==> src/ppcr_defs.svh <==
// Constants for the port pad configuration register bank
`ifndef PPCR_DEFS_SVH
`define PPCR_DEFS_SVH

// ---------------------------------------------------------------
// Special-function addresses and pages
// ---------------------------------------------------------------
`define PPCR_ADDR_AIO_P1 8'h92
`define PPCR_ADDR_AIO_B 8'h92
`define PPCR_ADDR_AIO_A 8'h94
`define PPCR_ADDR_CFG_B4 8'hb4
`define PPCR_PAGE_PORT1_ANALOG_ONLY 4'h0
`define PPCR_PAGE_AIO_B 4'h1
`define PPCR_PAGE_AIO_A 4'h0
`define PPCR_PAGE_PULLUP 4'h1
`define PPCR_PAGE_DRV_LO 4'h2
`define PPCR_PAGE_DRV_HI 4'h3

// ---------------------------------------------------------------
// Reset values and implemented-bit masks
// ---------------------------------------------------------------
`define PPCR_RESET_VAL 8'h00
`define PPCR_MASK_PULLUP 8'h1f
`define PPCR_MASK_DRV_HI 8'h7f
`define PPCR_MASK_FULL 8'hff

// ---------------------------------------------------------------
// Field positions
// ---------------------------------------------------------------
`define PPCR_PU_P7_LO 4
`define PPCR_PU_P6_HI 3
`define PPCR_PU_P6_LO 2
`define PPCR_PU_P5_HI 1
`define PPCR_PU_P5_LO 0
`define PPCR_AIOA_COMP_C 0
`define PPCR_AIOB_P2_PIN0 7
`define PPCR_DRV_P7 6
`define PPCR_DRV_P6_HI 5
`define PPCR_DRV_P6_LO 4

`endif

==> src/ppcr_pkg.sv <==
// Types for the port pad configuration register bank
package ppcr_pkg;
   typedef logic [7:0] ppcr_byte_t;
   typedef enum logic [5:0] {
      PPCR_SEL_NONE = 6'b000001,
      PPCR_SEL_PORT1_ANALOG_ONLY = 6'b000010,
      PPCR_SEL_AIOB = 6'b000100,
      PPCR_SEL_AIOA = 6'b001000,
      PPCR_SEL_PU = 6'b010000,
      PPCR_SEL_DRV = 6'b100000
   } ppcr_sel_t;
endpackage

==> src/ppcr_cfg_reg.sv <==
// One masked configuration register with reset and write strobe
`timescale 1ns/1ns
`default_nettype none
`include "ppcr_defs.svh"
module ppcr_cfg_reg #(
   parameter logic [7:0] MASK = `PPCR_MASK_FULL
) (
   input wire logic REF_CLK_I,
   input wire logic RST_I,
   input wire logic wr_i,
   input wire logic [7:0] data_i,
   output logic [7:0] value_o
);
   logic [7:0] value_q;
   // Reserved bits are never stored, so they always read as zero
   always_ff @(posedge REF_CLK_I) begin
      if (RST_I) begin
         value_q <= `PPCR_RESET_VAL;
      end else if (wr_i) begin
         value_q <= data_i & MASK;
      end
   end
   assign value_o = value_q;
endmodule
`default_nettype wire

==> src/ppcr_top.sv <==
// Port pad configuration registers: pull-ups, analog-only, drive
// ---------------------------------------------------------------
// Summary of operation
// - Pull-up bit 4 enables port 7 pins 2..0 pull-ups in open-drain.
// - Bits 3 and 2 enable port 6 high and low nibble pull-ups.
// - Bits 1 and 0 enable port 5 high and low nibble pull-ups.
// - Port 1 analog-only bits make matching pins analog converter only.
// - Analog-only pins read zero in the port pin register.
// - Shared register A bits 7,6 make port 0 pins 7,6 analog-only.
// - Shared register A bits 5..1 make port 0 pins 5..1 analog-only.
// - Comparator C bit and negative select pick port 6 pins 3,2 analog.
// - Shared register B bit 7 makes port 2 pin 0 analog-only.
// - Shared register B bits 6..0 make port 5 pins 6..0 analog-only.
// - Low drive register holds one bit per nibble of ports 3..0.
// - Drive bit 0 selects high strength, 1 selects low strength.
// - Port 4 pin 7 and port 6 pins 1,0 have no drive select.
// - High drive register bit 6 port 7, then ports 6, 5, 4 nibbles.
// - Port 6 low bit drives pins 3,2; port 4 high drives pins 6..4.
// - Mode bit 0 is open-drain; pull-ups act only when open-drain.
// ---------------------------------------------------------------
`timescale 1ns/1ns
`default_nettype none
`include "ppcr_defs.svh"
module ppcr_top (
   input wire logic REF_CLK_I,
   input wire logic RST_I,
   input wire logic [7:0] SFR_ADDR_I,
   input wire logic [3:0] SFR_PAGE_I,
   input wire logic SFR_WR_I,
   input wire logic SFR_RD_I,
   input wire logic [7:0] SFR_WDATA_I,
   output logic [7:0] SFR_RDATA_O,
   output logic SFR_HIT_O,
   input wire logic [7:0] P5_MODE_I,
   input wire logic [7:0] P6_MODE_I,
   input wire logic [2:0] P7_MODE_I,
   input wire logic [7:0] P0_PIN_I,
   input wire logic [7:0] P1_PIN_I,
   input wire logic [7:0] P2_PIN_I,
   input wire logic [7:0] P5_PIN_I,
   input wire logic [7:0] P6_PIN_I,
   input wire logic COMP_C_NEG_SEL_I,
   output logic [7:0] P0_PIN_READ_O,
   output logic [7:0] P1_PIN_READ_O,
   output logic [7:0] P2_PIN_READ_O,
   output logic [7:0] P5_PIN_READ_O,
   output logic [7:0] P6_PIN_READ_O,
   output logic [7:0] P5_PULLUP_O,
   output logic [7:0] P6_PULLUP_O,
   output logic [2:0] P7_PULLUP_O,
   output logic [7:0] P0_ANALOG_ONLY_O,
   output logic [7:0] P1_ANALOG_ONLY_O,
   output logic [7:0] P2_ANALOG_ONLY_O,
   output logic [7:0] P5_ANALOG_ONLY_O,
   output logic [7:0] P6_ANALOG_ONLY_O,
   output logic [7:0] P0_LOW_DRIVE_O,
   output logic [7:0] P1_LOW_DRIVE_O,
   output logic [7:0] P2_LOW_DRIVE_O,
   output logic [7:0] P3_LOW_DRIVE_O,
   output logic [7:0] P4_LOW_DRIVE_O,
   output logic [7:0] P5_LOW_DRIVE_O,
   output logic [7:0] P6_LOW_DRIVE_O,
   output logic [2:0] P7_LOW_DRIVE_O
);

   // ------------------------------------------------------------
   // Address decode
   // ------------------------------------------------------------
   // Decode is used by both the write strobes and the read mux
   function automatic ppcr_pkg::ppcr_sel_t decode_sel(
      input logic [7:0] addr,
      input logic [3:0] page
   );
      ppcr_pkg::ppcr_sel_t sel;
      sel = ppcr_pkg::PPCR_SEL_NONE;
      if (addr == `PPCR_ADDR_AIO_P1 && page == `PPCR_PAGE_PORT1_ANALOG_ONLY) begin
         sel = ppcr_pkg::PPCR_SEL_PORT1_ANALOG_ONLY;
      end else if (addr == `PPCR_ADDR_AIO_B && page == `PPCR_PAGE_AIO_B) begin
         sel = ppcr_pkg::PPCR_SEL_AIOB;
      end else if (addr == `PPCR_ADDR_AIO_A && page == `PPCR_PAGE_AIO_A) begin
         sel = ppcr_pkg::PPCR_SEL_AIOA;
      end else if (addr == `PPCR_ADDR_CFG_B4 &&
                   page == `PPCR_PAGE_PULLUP) begin
         sel = ppcr_pkg::PPCR_SEL_PU;
      end else if (addr == `PPCR_ADDR_CFG_B4 &&
                   (page == `PPCR_PAGE_DRV_LO ||
                    page == `PPCR_PAGE_DRV_HI)) begin
         sel = ppcr_pkg::PPCR_SEL_DRV;
      end
      return sel;
   endfunction

   ppcr_pkg::ppcr_sel_t sel;
   logic [5:0] wr_vec;
   logic [7:0] regs [6];
   logic [7:0] pu_v, aio_a_v, aio_b_v, port1_analog_only_v, drv_lo_v, drv_hi_v;

   assign sel = decode_sel(SFR_ADDR_I, SFR_PAGE_I);
   assign SFR_HIT_O = (sel != ppcr_pkg::PPCR_SEL_NONE);

   // One strobe per register; drive pages split the shared case
   always_comb begin
      wr_vec = 6'h00;
      if (SFR_WR_I) begin
         case (sel)
            ppcr_pkg::PPCR_SEL_PORT1_ANALOG_ONLY: wr_vec[0] = 1'b1;
            ppcr_pkg::PPCR_SEL_AIOB: wr_vec[1] = 1'b1;
            ppcr_pkg::PPCR_SEL_AIOA: wr_vec[2] = 1'b1;
            ppcr_pkg::PPCR_SEL_PU: wr_vec[3] = 1'b1;
            ppcr_pkg::PPCR_SEL_DRV: begin
               if (SFR_PAGE_I == `PPCR_PAGE_DRV_LO) begin
                  wr_vec[4] = 1'b1;
               end else begin
                  wr_vec[5] = 1'b1;
               end
            end
            default: wr_vec = 6'h00;
         endcase
      end
   end

   // ------------------------------------------------------------
   // Register storage
   // ------------------------------------------------------------
   // Masks drop reserved bits, so a careless write cannot set them
   localparam logic [7:0] MASKS [6] = '{`PPCR_MASK_FULL,
      `PPCR_MASK_FULL, `PPCR_MASK_FULL, `PPCR_MASK_PULLUP,
      `PPCR_MASK_FULL, `PPCR_MASK_DRV_HI};

   // reset zero, reserved bits not stored
   genvar gi;
   generate
      for (gi = 0; gi < 6; gi++) begin : g_reg
         ppcr_cfg_reg #(.MASK(MASKS[gi])) ppcr_cfg_reg_i (
            .REF_CLK_I(REF_CLK_I),
            .RST_I(RST_I),
            .wr_i(wr_vec[gi]),
            .data_i(SFR_WDATA_I),
            .value_o(regs[gi])
         );
      end
   endgenerate

   assign port1_analog_only_v = regs[0];
   assign aio_b_v = regs[1];
   assign aio_a_v = regs[2];
   assign pu_v = regs[3];
   assign drv_lo_v = regs[4];
   assign drv_hi_v = regs[5];

   // ------------------------------------------------------------
   // Read data
   // ------------------------------------------------------------
   // Registered read data; unmapped reads return zero
   always_ff @(posedge REF_CLK_I) begin
      if (RST_I) begin
         SFR_RDATA_O <= 8'h00;
      end else if (SFR_RD_I) begin
         case (sel)
            ppcr_pkg::PPCR_SEL_PORT1_ANALOG_ONLY: SFR_RDATA_O <= port1_analog_only_v;
            ppcr_pkg::PPCR_SEL_AIOB: SFR_RDATA_O <= aio_b_v;
            ppcr_pkg::PPCR_SEL_AIOA: SFR_RDATA_O <= aio_a_v;
            ppcr_pkg::PPCR_SEL_PU: SFR_RDATA_O <= pu_v;
            ppcr_pkg::PPCR_SEL_DRV: SFR_RDATA_O <=
               (SFR_PAGE_I == `PPCR_PAGE_DRV_LO) ? drv_lo_v : drv_hi_v;
            default: SFR_RDATA_O <= 8'h00;
         endcase
      end
   end

   // ------------------------------------------------------------
   // Pull-up enables
   // ------------------------------------------------------------
   // pull-ups only while the pin is open-drain (mode bit 0)
   assign P7_PULLUP_O = {3{pu_v[`PPCR_PU_P7_LO]}} & ~P7_MODE_I;
   assign P6_PULLUP_O = {{4{pu_v[`PPCR_PU_P6_HI]}},
      {4{pu_v[`PPCR_PU_P6_LO]}}} & ~P6_MODE_I;
   assign P5_PULLUP_O = {{4{pu_v[`PPCR_PU_P5_HI]}},
      {4{pu_v[`PPCR_PU_P5_LO]}}} & ~P5_MODE_I;

   // ------------------------------------------------------------
   // Analog-only selection
   // ------------------------------------------------------------
   logic comp_c_on;
   assign comp_c_on = aio_a_v[`PPCR_AIOA_COMP_C];
   assign P1_ANALOG_ONLY_O = port1_analog_only_v;
   // port 0 pins 7..1; pin 0 has no analog-only bit
   assign P0_ANALOG_ONLY_O = {aio_a_v[7:1], 1'b0};
   assign P2_ANALOG_ONLY_O = {7'h00, aio_b_v[`PPCR_AIOB_P2_PIN0]};
   assign P5_ANALOG_ONLY_O = {1'b0, aio_b_v[6:0]};
   // comparator C pins; when off the pins follow their mode bits
   assign P6_ANALOG_ONLY_O = {4'h0, comp_c_on,
      comp_c_on & ~COMP_C_NEG_SEL_I, 2'b00};

   // analog-only pins read back as zero
   assign P0_PIN_READ_O = P0_PIN_I & ~P0_ANALOG_ONLY_O;
   assign P1_PIN_READ_O = P1_PIN_I & ~P1_ANALOG_ONLY_O;
   assign P2_PIN_READ_O = P2_PIN_I & ~P2_ANALOG_ONLY_O;
   assign P5_PIN_READ_O = P5_PIN_I & ~P5_ANALOG_ONLY_O;
   assign P6_PIN_READ_O = P6_PIN_I & ~P6_ANALOG_ONLY_O;

   // ------------------------------------------------------------
   // Drive strength (1 = low strength)
   // ------------------------------------------------------------
   // ports 0..3 by nibble
   assign P0_LOW_DRIVE_O = {{4{drv_lo_v[1]}}, {4{drv_lo_v[0]}}};
   assign P1_LOW_DRIVE_O = {{4{drv_lo_v[3]}}, {4{drv_lo_v[2]}}};
   assign P2_LOW_DRIVE_O = {{4{drv_lo_v[5]}}, {4{drv_lo_v[4]}}};
   assign P3_LOW_DRIVE_O = {{4{drv_lo_v[7]}}, {4{drv_lo_v[6]}}};
   // port 4 pin 7 and port 6 pins 1,0 fixed high
   assign P4_LOW_DRIVE_O = {1'b0, {3{drv_hi_v[1]}}, {4{drv_hi_v[0]}}};
   assign P5_LOW_DRIVE_O = {{4{drv_hi_v[3]}}, {4{drv_hi_v[2]}}};
   assign P6_LOW_DRIVE_O = {{4{drv_hi_v[`PPCR_DRV_P6_HI]}},
      {2{drv_hi_v[`PPCR_DRV_P6_LO]}}, 2'b00};
   assign P7_LOW_DRIVE_O = {3{drv_hi_v[`PPCR_DRV_P7]}};

   // ------------------------------------------------------------
   // Checks
   // ------------------------------------------------------------
   // pull-up follows a write on the next edge
   pu_write_takes_a: assert property (
      @(posedge REF_CLK_I) disable iff (RST_I)
      (wr_vec[3] && SFR_WDATA_I[4]) |=> pu_v[4])
      else $error("pull-up write not taken");
   pu_pushpull_off_a: assert property (
      @(posedge REF_CLK_I) disable iff (RST_I)
      ((P5_PULLUP_O & P5_MODE_I) | (P6_PULLUP_O & P6_MODE_I)) == 8'h00)
      else $error("pull-up on push-pull pin");
   // port 6 high nibble tracks bit 3
   pu_p6_high_a: assert property (
      @(posedge REF_CLK_I) disable iff (RST_I)
      (pu_v[3] && P6_MODE_I[7:4] == 4'h0) |-> P6_PULLUP_O[7:4] == 4'hf)
      else $error("port 6 high pull-up wrong");
   // port 5 low nibble tracks bit 0
   pu_p5_low_a: assert property (
      @(posedge REF_CLK_I) disable iff (RST_I)
      (!pu_v[0]) |-> P5_PULLUP_O[3:0] == 4'h0)
      else $error("port 5 low pull-up wrong");
   pin_read_zero_a: assert property (
      @(posedge REF_CLK_I) disable iff (RST_I)
      (P1_PIN_READ_O & port1_analog_only_v) == 8'h00)
      else $error("analog pin read not zero");
   // negative select keeps pin 2 digital
   comp_c_select_a: assert property (
      @(posedge REF_CLK_I) disable iff (RST_I)
      (comp_c_on && COMP_C_NEG_SEL_I) |-> P6_ANALOG_ONLY_O[3:2] == 2'b10)
      else $error("comparator pin routing wrong");
   fixed_drive_pins_a: assert property (
      @(posedge REF_CLK_I) disable iff (RST_I)
      !P4_LOW_DRIVE_O[7] && P6_LOW_DRIVE_O[1:0] == 2'b00)
      else $error("fixed drive pin changed");
   // reserved bits read zero after any pull-up or high drive write
   reserved_zero_a: assert property (
      @(posedge REF_CLK_I) disable iff (RST_I)
      (wr_vec[5] || wr_vec[3]) |=> (!drv_hi_v[7] && pu_v[7:5] == 3'h0))
      else $error("reserved bit stored");
   // everything clear one edge after a reset edge
   reset_clear_a: assert property (
      @(posedge REF_CLK_I)
      RST_I |=> (pu_v == 8'h00 && drv_lo_v == 8'h00 && drv_hi_v == 8'h00
         && port1_analog_only_v == 8'h00 && aio_a_v == 8'h00 && aio_b_v == 8'h00
         && SFR_RDATA_O == 8'h00))
      else $error("register not cleared by reset");
   // port 1 analog bits follow the written byte
   p1_analog_write_a: assert property (
      @(posedge REF_CLK_I) disable iff (RST_I)
      wr_vec[0] |=> P1_ANALOG_ONLY_O == $past(SFR_WDATA_I))
      else $error("port 1 analog-only write wrong");
   // port 0 pins 7..1 follow shared register A
   p0_analog_write_a: assert property (
      @(posedge REF_CLK_I) disable iff (RST_I)
      wr_vec[2] |=> P0_ANALOG_ONLY_O == ($past(SFR_WDATA_I) & 8'hfe))
      else $error("port 0 analog-only write wrong");
   // port 2 pin 0 and port 5 pins follow register B
   aio_b_write_a: assert property (
      @(posedge REF_CLK_I) disable iff (RST_I)
      wr_vec[1] |=> {P2_ANALOG_ONLY_O[0], P5_ANALOG_ONLY_O[6:0]} ==
         $past(SFR_WDATA_I))
      else $error("register B analog-only write wrong");
   // one low-drive bit per nibble of ports 3..0
   drive_lo_write_a: assert property (
      @(posedge REF_CLK_I) disable iff (RST_I)
      wr_vec[4] |=> {P3_LOW_DRIVE_O[7], P3_LOW_DRIVE_O[0],
         P2_LOW_DRIVE_O[7], P2_LOW_DRIVE_O[0], P1_LOW_DRIVE_O[7],
         P1_LOW_DRIVE_O[0], P0_LOW_DRIVE_O[7], P0_LOW_DRIVE_O[0]} ==
         $past(SFR_WDATA_I))
      else $error("low ports drive write wrong");
   // port 7, 6, 5 and 4 groups follow the high register
   drive_hi_write_a: assert property (
      @(posedge REF_CLK_I) disable iff (RST_I)
      wr_vec[5] |=> {1'b0, P7_LOW_DRIVE_O[0], P6_LOW_DRIVE_O[7],
         P6_LOW_DRIVE_O[2], P5_LOW_DRIVE_O[7], P5_LOW_DRIVE_O[0],
         P4_LOW_DRIVE_O[6], P4_LOW_DRIVE_O[0]} ==
         ($past(SFR_WDATA_I) & `PPCR_MASK_DRV_HI))
      else $error("high ports drive write wrong");
   // a read of the pull-up address and page returns the pull-up register
   read_back_a: assert property (
      @(posedge REF_CLK_I) disable iff (RST_I)
      (SFR_RD_I && sel == ppcr_pkg::PPCR_SEL_PU) |=>
         SFR_RDATA_O == $past(pu_v))
      else $error("pull-up read back wrong");
endmodule
`default_nettype wire

==> config.mk <==
export PLATFORM = sky130hd
export DESIGN_NAME = ppcr_top
export DESIGN_NICKNAME = d
export VERILOG_FILES = /design/src/ppcr_pkg.sv /design/src/ppcr_cfg_reg.sv /design/src/ppcr_top.sv
export VERILOG_INCLUDE_DIRS = /design/src
export SDC_FILE = /design/constraint.sdc
export NUM_CORES = 1
export LEC_CHECK = 0
export BUFFER_PORTS_ARGS = -buffer_cell sky130_fd_sc_hd__clkbuf_2
export CAP_MARGIN = 20
export CORE_ASPECT_RATIO = 2
export CORE_MARGIN = 10
export CORE_UTILIZATION = 44
export DETAILED_ROUTE_END_ITERATION = 6
export PLACE_DENSITY = 0.87
export SLEW_MARGIN = 0
export SYNTH_ARGS = -nofsm -noshare
export SYNTH_HDL_FRONTEND = slang
export SYNTH_SLANG_ARGS = --single-unit
==> constraint.sdc <==
create_clock -name REF_CLK_I -period 3.7 [get_ports REF_CLK_I]
set_clock_uncertainty 0.15 [all_clocks]
set_input_delay 0.555 -clock REF_CLK_I [delete_from_list [all_inputs] [get_ports REF_CLK_I]]
set_output_delay 0.555 -clock REF_CLK_I [all_outputs]
set_load 0.005 [all_outputs]
# After elaboration in Yosys (flattened, before gate mapping)
# Index checks and enable logic that the tools add are counted.
word_totals:
  out_inout_bits: 167
  register_bits: 52
  word_cells: 59
op_classes:
  n_eq_ne: 12
  bitwise: 18
  n_reduce_logical: 7
  muxes: 15
op_table:
  columns: ["operator", "n"]
  rows:
  - ["$and 8x8->8", 7]
  - ["$pmux 8 s5", 1]
  - ["$mux 6", 6]
  - ["$not 8->8", 4]
  - ["$eq 8x8->1 const B", 3]
  - ["$eq 4x2->1 const B", 2]
  - ["$mux 8", 1]
  - ["$not 1->8", 1]
  - ["$not 4->8", 1]
  - ["$not 7->8", 1]
  - ["$eq 6x2->1 const B", 1]
  - ["$eq 6x3->1 const B", 1]
  - ["$eq 6x4->1 const B", 1]
  - ["$eq 6x5->1 const B", 1]
  - ["$eq 6x6->1 const B", 1]
  - ["$mux 1", 6]
  - ["$ne 6x1->1 const B", 1]
  - ["$logic_and 1x1->1", 5]
  - ["$eq 4x1->1 const B", 1]
  - ["$logic_not 4->1", 1]
  - ["$and 3x3->3", 1]
  - ["$not 3->3", 1]
  - ["$mux 2", 1]
  - ["$and 1x1->1", 1]
  - ["other kinds (2)", 2]

# Depth between registers and ports, before layout
logic_depth:
  word_depth: 11
  ltp_mapped: 6
  depth_no_buf: 4

# Hierarchy
# A second synthesis with hierarchy kept.
hier_totals:
  cells_unflattened: 375
  hier_area_um2: 3306.9
by_module_without_submodules:
  columns: ["module", "instances", "cells_per_inst", "seq_area_each_um2", "area_each_um2"]
  rows:
  - ["ppcr_top", 1, 227, 160.2, 1700.4]
  - ["ppcr_cfg_reg (g_reg[0].ppcr_cfg_reg_i ...)", 4, 26, 160.2, 285.3]
  - ["ppcr_cfg_reg (g_reg[5].ppcr_cfg_reg_i)", 1, 24, 140.1, 259.0]
  - ["ppcr_cfg_reg (g_reg[3].ppcr_cfg_reg_i)", 1, 20, 100.1, 206.4]

# Worst setup path after synthesis
# Ideal clock, no wire load.
synth_path:
  path_type: "input to register"
  startpoint: "in SFR_ADDR_I[0]"
  endpoint: "reg g_reg[5].ppcr_cfg_reg_i.value_q[0]"
  path_slack_ns: 1.536
  arrival_ns: 1.894
  path_stages: 5
  n_path_buf: 1
  cell_sequence: "nor4b_4 nand2_2 or4_4 buf_6 mux2i_1"
synth_via:
  elab_chain_len: 10
  elab_cells_between_ends: 16
  classes_between: "4 x eq/ne; 7 x mux; 5 x reduce/logical"
synth_lines:
  columns: ["item", "line_no", "text"]
  rows:
  - ["from (decl)", "ppcr_top.sv:27", "input wire logic [7:0] SFR_ADDR_I,"]
  - ["$eq 8x8->1 (no source line)", null, null]
  - ["$logic_and 1x1->1", "ppcr_top.sv:85", "end else if (addr == `PPCR_ADDR_CFG_B4 &&"]
  - ["$mux 6", "ppcr_top.sv:85", null]
  - ["$mux 6", "ppcr_top.sv:82", "end else if (addr == `PPCR_ADDR_CFG_B4 &&"]
  - ["$mux 6", "ppcr_top.sv:80", "end else if (addr == `PPCR_ADDR_AIO_A && page == `PPCR_PAGE_AIO_A) begin"]
  - ["$mux 6", "ppcr_top.sv:78", "end else if (addr == `PPCR_ADDR_AIO_B && page == `PPCR_PAGE_AIO_B) begin"]
  - ["$mux 6 *", "ppcr_top.sv:76", "if (addr == `PPCR_ADDR_AIO_P1 && page == `PPCR_PAGE_PORT1_ANALOG_ONLY) begin"]
  - ["$eq 6x6->1 *", "ppcr_top.sv:105", "case (sel)"]
  - ["$mux 2 *", "ppcr_top.sv:105", null]
  - ["$mux 6 *", "ppcr_top.sv:104", "if (SFR_WR_I) begin"]
  - ["to (signal assigned)", "ppcr_cfg_reg.sv:18", "value_q <= `PPCR_RESET_VAL;"]
  - ["to (signal assigned)", "ppcr_cfg_reg.sv:20", "value_q <= data_i & MASK;"]
  - ["to (decl)", "ppcr_cfg_reg.sv:14", "logic [7:0] value_q;"]
# Mark *: on every way between the ends. The rest lies on a longest branch, timed or not.
# A chain may end at the register's enable or synchronous reset.

# Worst setup path in the final report
layout_path:
  startpoint: "in SFR_PAGE_I[0]"
  endpoint: "out SFR_HIT_O"
layout_via:
  elab_chain_len: 9
  elab_cells_between_ends: 16
  classes_between: "4 x eq/ne; 5 x mux; 7 x reduce/logical"
layout_lines:
  columns: ["item", "line_no", "text"]
  rows:
  - ["from (decl)", "ppcr_top.sv:28", "input wire logic [3:0] SFR_PAGE_I,"]
  - ["$eq 4x2->1 (no source line)", null, null]
  - ["$logic_or 1x1->1 (no source line)", null, null]
  - ["$logic_and 1x1->1", "ppcr_top.sv:85", null]
  - ["$mux 6", "ppcr_top.sv:85", null]
  - ["$mux 6", "ppcr_top.sv:82", null]
  - ["$mux 6", "ppcr_top.sv:80", null]
  - ["$mux 6", "ppcr_top.sv:78", null]
  - ["$mux 6 *", "ppcr_top.sv:76", null]
  - ["$ne 6x1->1 *", "ppcr_top.sv:99", "assign SFR_HIT_O = (sel != ppcr_pkg::PPCR_SEL_NONE);"]
  - ["to (decl)", "ppcr_top.sv:33", "output logic SFR_HIT_O,"]
# Marked as above.

==> impl_metrics.tcl <==
set metrics [dict create \
    hp-class "reg -> reg" \
    syn_area_um2 3280 \
    port_buffers 202 \
    grtUsageMet3_pct 6.33 \
    grt_pass1_wl_mm 17.5 \
    area_growth_pct 22.9 \
    core_um2 7270 \
    worst-path-buf-inv 2 \
    vias 3137 \
    drc_errors 0 \
    syn_inst 373 \
    grt_pass1_vias 3347 \
    cts_tree "built" \
    ctsResizeCount 0 \
    cp_slowest_cell "nor3b_2" \
    stdcell_area_um2 4030 \
    hold_viol_final 0 \
    power.density_nw_per_um2 305 \
    post-route-period-util_pct 72.3 \
    crit_type "in -> out" \
    ys_seq_elements 52 \
    cts_sinks 52 \
    period_needed_ps 2680 \
    worstMarginPinSlew_ps 682 \
    rows 44 \
    busiest_layer "met2" \
    synth_cell_types 42 \
    die_h_um 142 \
    die_w_um 81.0 \
    cts_hold_buf 0 \
    viasPerCell 5.19 \
    cpMostUsedCell "clkbuf_2" \
    start_util_pct 45.1 \
    setup_viol 0 \
    path_clk_slew_ps 70 \
    yosysWarnings 0 \
    synth_edf_count 0 \
    cp-end-kind "output port" \
    status "completed" \
    use_met2_pct 34.9 \
    rsz0062_at_grt "no" \
    die-area_um2 11500 \
    drv_cap 0 \
    intPower_mw 0.936 \
    grt_max_degree 35 \
    startpoint_type "input port" \
    post_drt_wl_per_cell_um 19.2 \
    max_stage_delay_ps 550 \
    p_sw_share_pct 23.7 \
    crit_arrival_ps 1970 \
    peakVddDrop_v 0.000280 \
    slew_violations 0 \
    cp.required_ps 2990 \
    fin_nets 595 \
    cts_setup_buffers 0 \
    first_pass_iters 4 \
    antenna_found_initial 0 \
    gr-total-overflow 0 \
    post_dp_cell_area_um2 3850 \
    layout_commonest_cell "clkbuf_2" \
    p_clk_share_pct 44.2 \
    grt_usage_pct 19.4 \
    slew_headroom_pct 54.5 \
    critPathTopFamily "simple AND/OR/NAND/NOR gates" \
    clock_latency_ps 300 \
    gp_congestion 0.909 \
    max_freq_mhz 374 \
    htree_levels 2 \
    grt_util_met1_pct 17.5 \
    drt_iter0_drc 194 \
    hpwlAfterDp_mm 9.69 \
    totalWireLength_mm 11.6 \
    fin_setup_tns_ps 0 \
    syn_area_per_cell_um2 8.78 \
    ys_seq_area_share_pct 31.8 \
    pwr-share-comb_pct 10.0 \
    async_reset_ff_share_pct 0 \
    p_sw_mw 0.291 \
    ant_nets 0 \
    mostFrequentLayoutCells "clkbuf_2, dfxtp_1, nor2b_1" \
    clockRootBuffer "clkbuf_16" \
    cp_max_fo 22 \
    path_cells "clkbuf_2 -> nor3b_2 -> o21ai_1 -> a21oi_1 -> clkbuf_2" \
    antenna_cells 0 \
    seqPwrFrac_pct 45.7 \
    ys.flop_type "dfxtp_1" \
    p_leak_nw 2.15 \
    numCtsBuffers 5 \
    clockBufferDepth 2 \
    ios 251 \
    layout-drive-gt1-share_pct 45.3 \
]
power by group through the flow:
stage          sequential (mW)  combinational (mW)  clock (mW)
2_1_floorplan            0.574              0.0817           0
3_3_place_gp             0.574               0.119           0
3_5_place_dp             0.574               0.122           0
4_1_cts                  0.561               0.123       0.544
5_1_grt                  0.561               0.135       0.569
6_report                 0.561               0.123       0.542
Yosys cell counts (2+ instances only):
library cell / instances / area, um^2
and2_1: 2 / 12.5
inv_1: 4 / 15.0
o22ai_1: 4 / 25.0
nor2_1: 11 / 41.3
dfxtp_1: 52 / 1040
nand3_1: 4 / 20.0
o21ai_0: 6 / 30.0
mux2i_1: 43 / 430
buf_4: 74 / 556
clkbuf_1: 12 / 45.0
nor2b_1: 49 / 307
a22o_1: 5 / 43.8
a21oi_1: 7 / 35.0
mux2_2: 11 / 124
nand2_1: 41 / 154
nand4_1: 11 / 68.8
a22oi_1: 11 / 82.6
o221a_2: 2 / 22.5
routing by layer:
metal / wire length [um] / part of all wire, % / up-vias
met4: 599 / 5.2 / 0
li1: - / - / 1465
met3: 1210 / 10 / 41
met5: 0 / 0 / -
met2: 6190 / 53 / 185
met1: 3610 / 31 / 1446
cell type report:
| cell class | instances | area (um^2) |
|---|---|---|
| tap | 92 | 115 |
| multi-input combinational | 244 | 1660 |
| fill | 685 | 3240 |
| inverter | 5 | 18.8 |
| clock inverter | 3 | 47.5 |
| sequential | 52 | 1040 |
| timing repair buffer | 203 | 1020 |
| clock buffer | 5 | 125 |
metrics by stage:
step,hold slack (ps),power [mW],setup WS [ps],utilization (%),cells
after floorplan,321,0.656,1540,-,390
after global placement,318,0.693,1050,53.0,596
after detailed placement,327,0.696,1030,53.0,596
after CTS,343,1.23,1020,55.4,604
after global routing,370,1.27,834,55.4,604
final,341,1.23,1020,55.4,604
worst paths after layout:
path,startpoint,to,slack [ps],cells after the start
worst max register to register,g_reg[4].ppcr_cfg_reg_i.value_o[4],SFR_RDATA_O[4],2230,4
worst min register to register,SFR_RDATA_O[3],SFR_RDATA_O[3],340,2
worst min-delay path,SFR_RDATA_O[3],SFR_RDATA_O[3],340,2
worst max-delay path,SFR_PAGE_I[0],SFR_HIT_O,1020,5
tightest hold or removal path, cell delays in order (launching register included):
cell and delay (ps):
dfxtp_1 310, nand3_1 70, o41ai_1 60
cells by family (layout without fill, tap and decap cells):
group	after synthesis	count (layout)	synth area share [%]
flops	52	52	31.8
simple gates	130	130	22.4
mux	54	54	16.9
other cells	1	18	0.114
buf+inv	94	216	19.5
compound gates	42	42	9.24
sequential cells by signal, indices dropped and copies added (netlist names):
name and count:
g.ppcr_cfg_reg_i.value_o 44, SFR_RDATA_O 8
(Power assumes the default switching activity.)
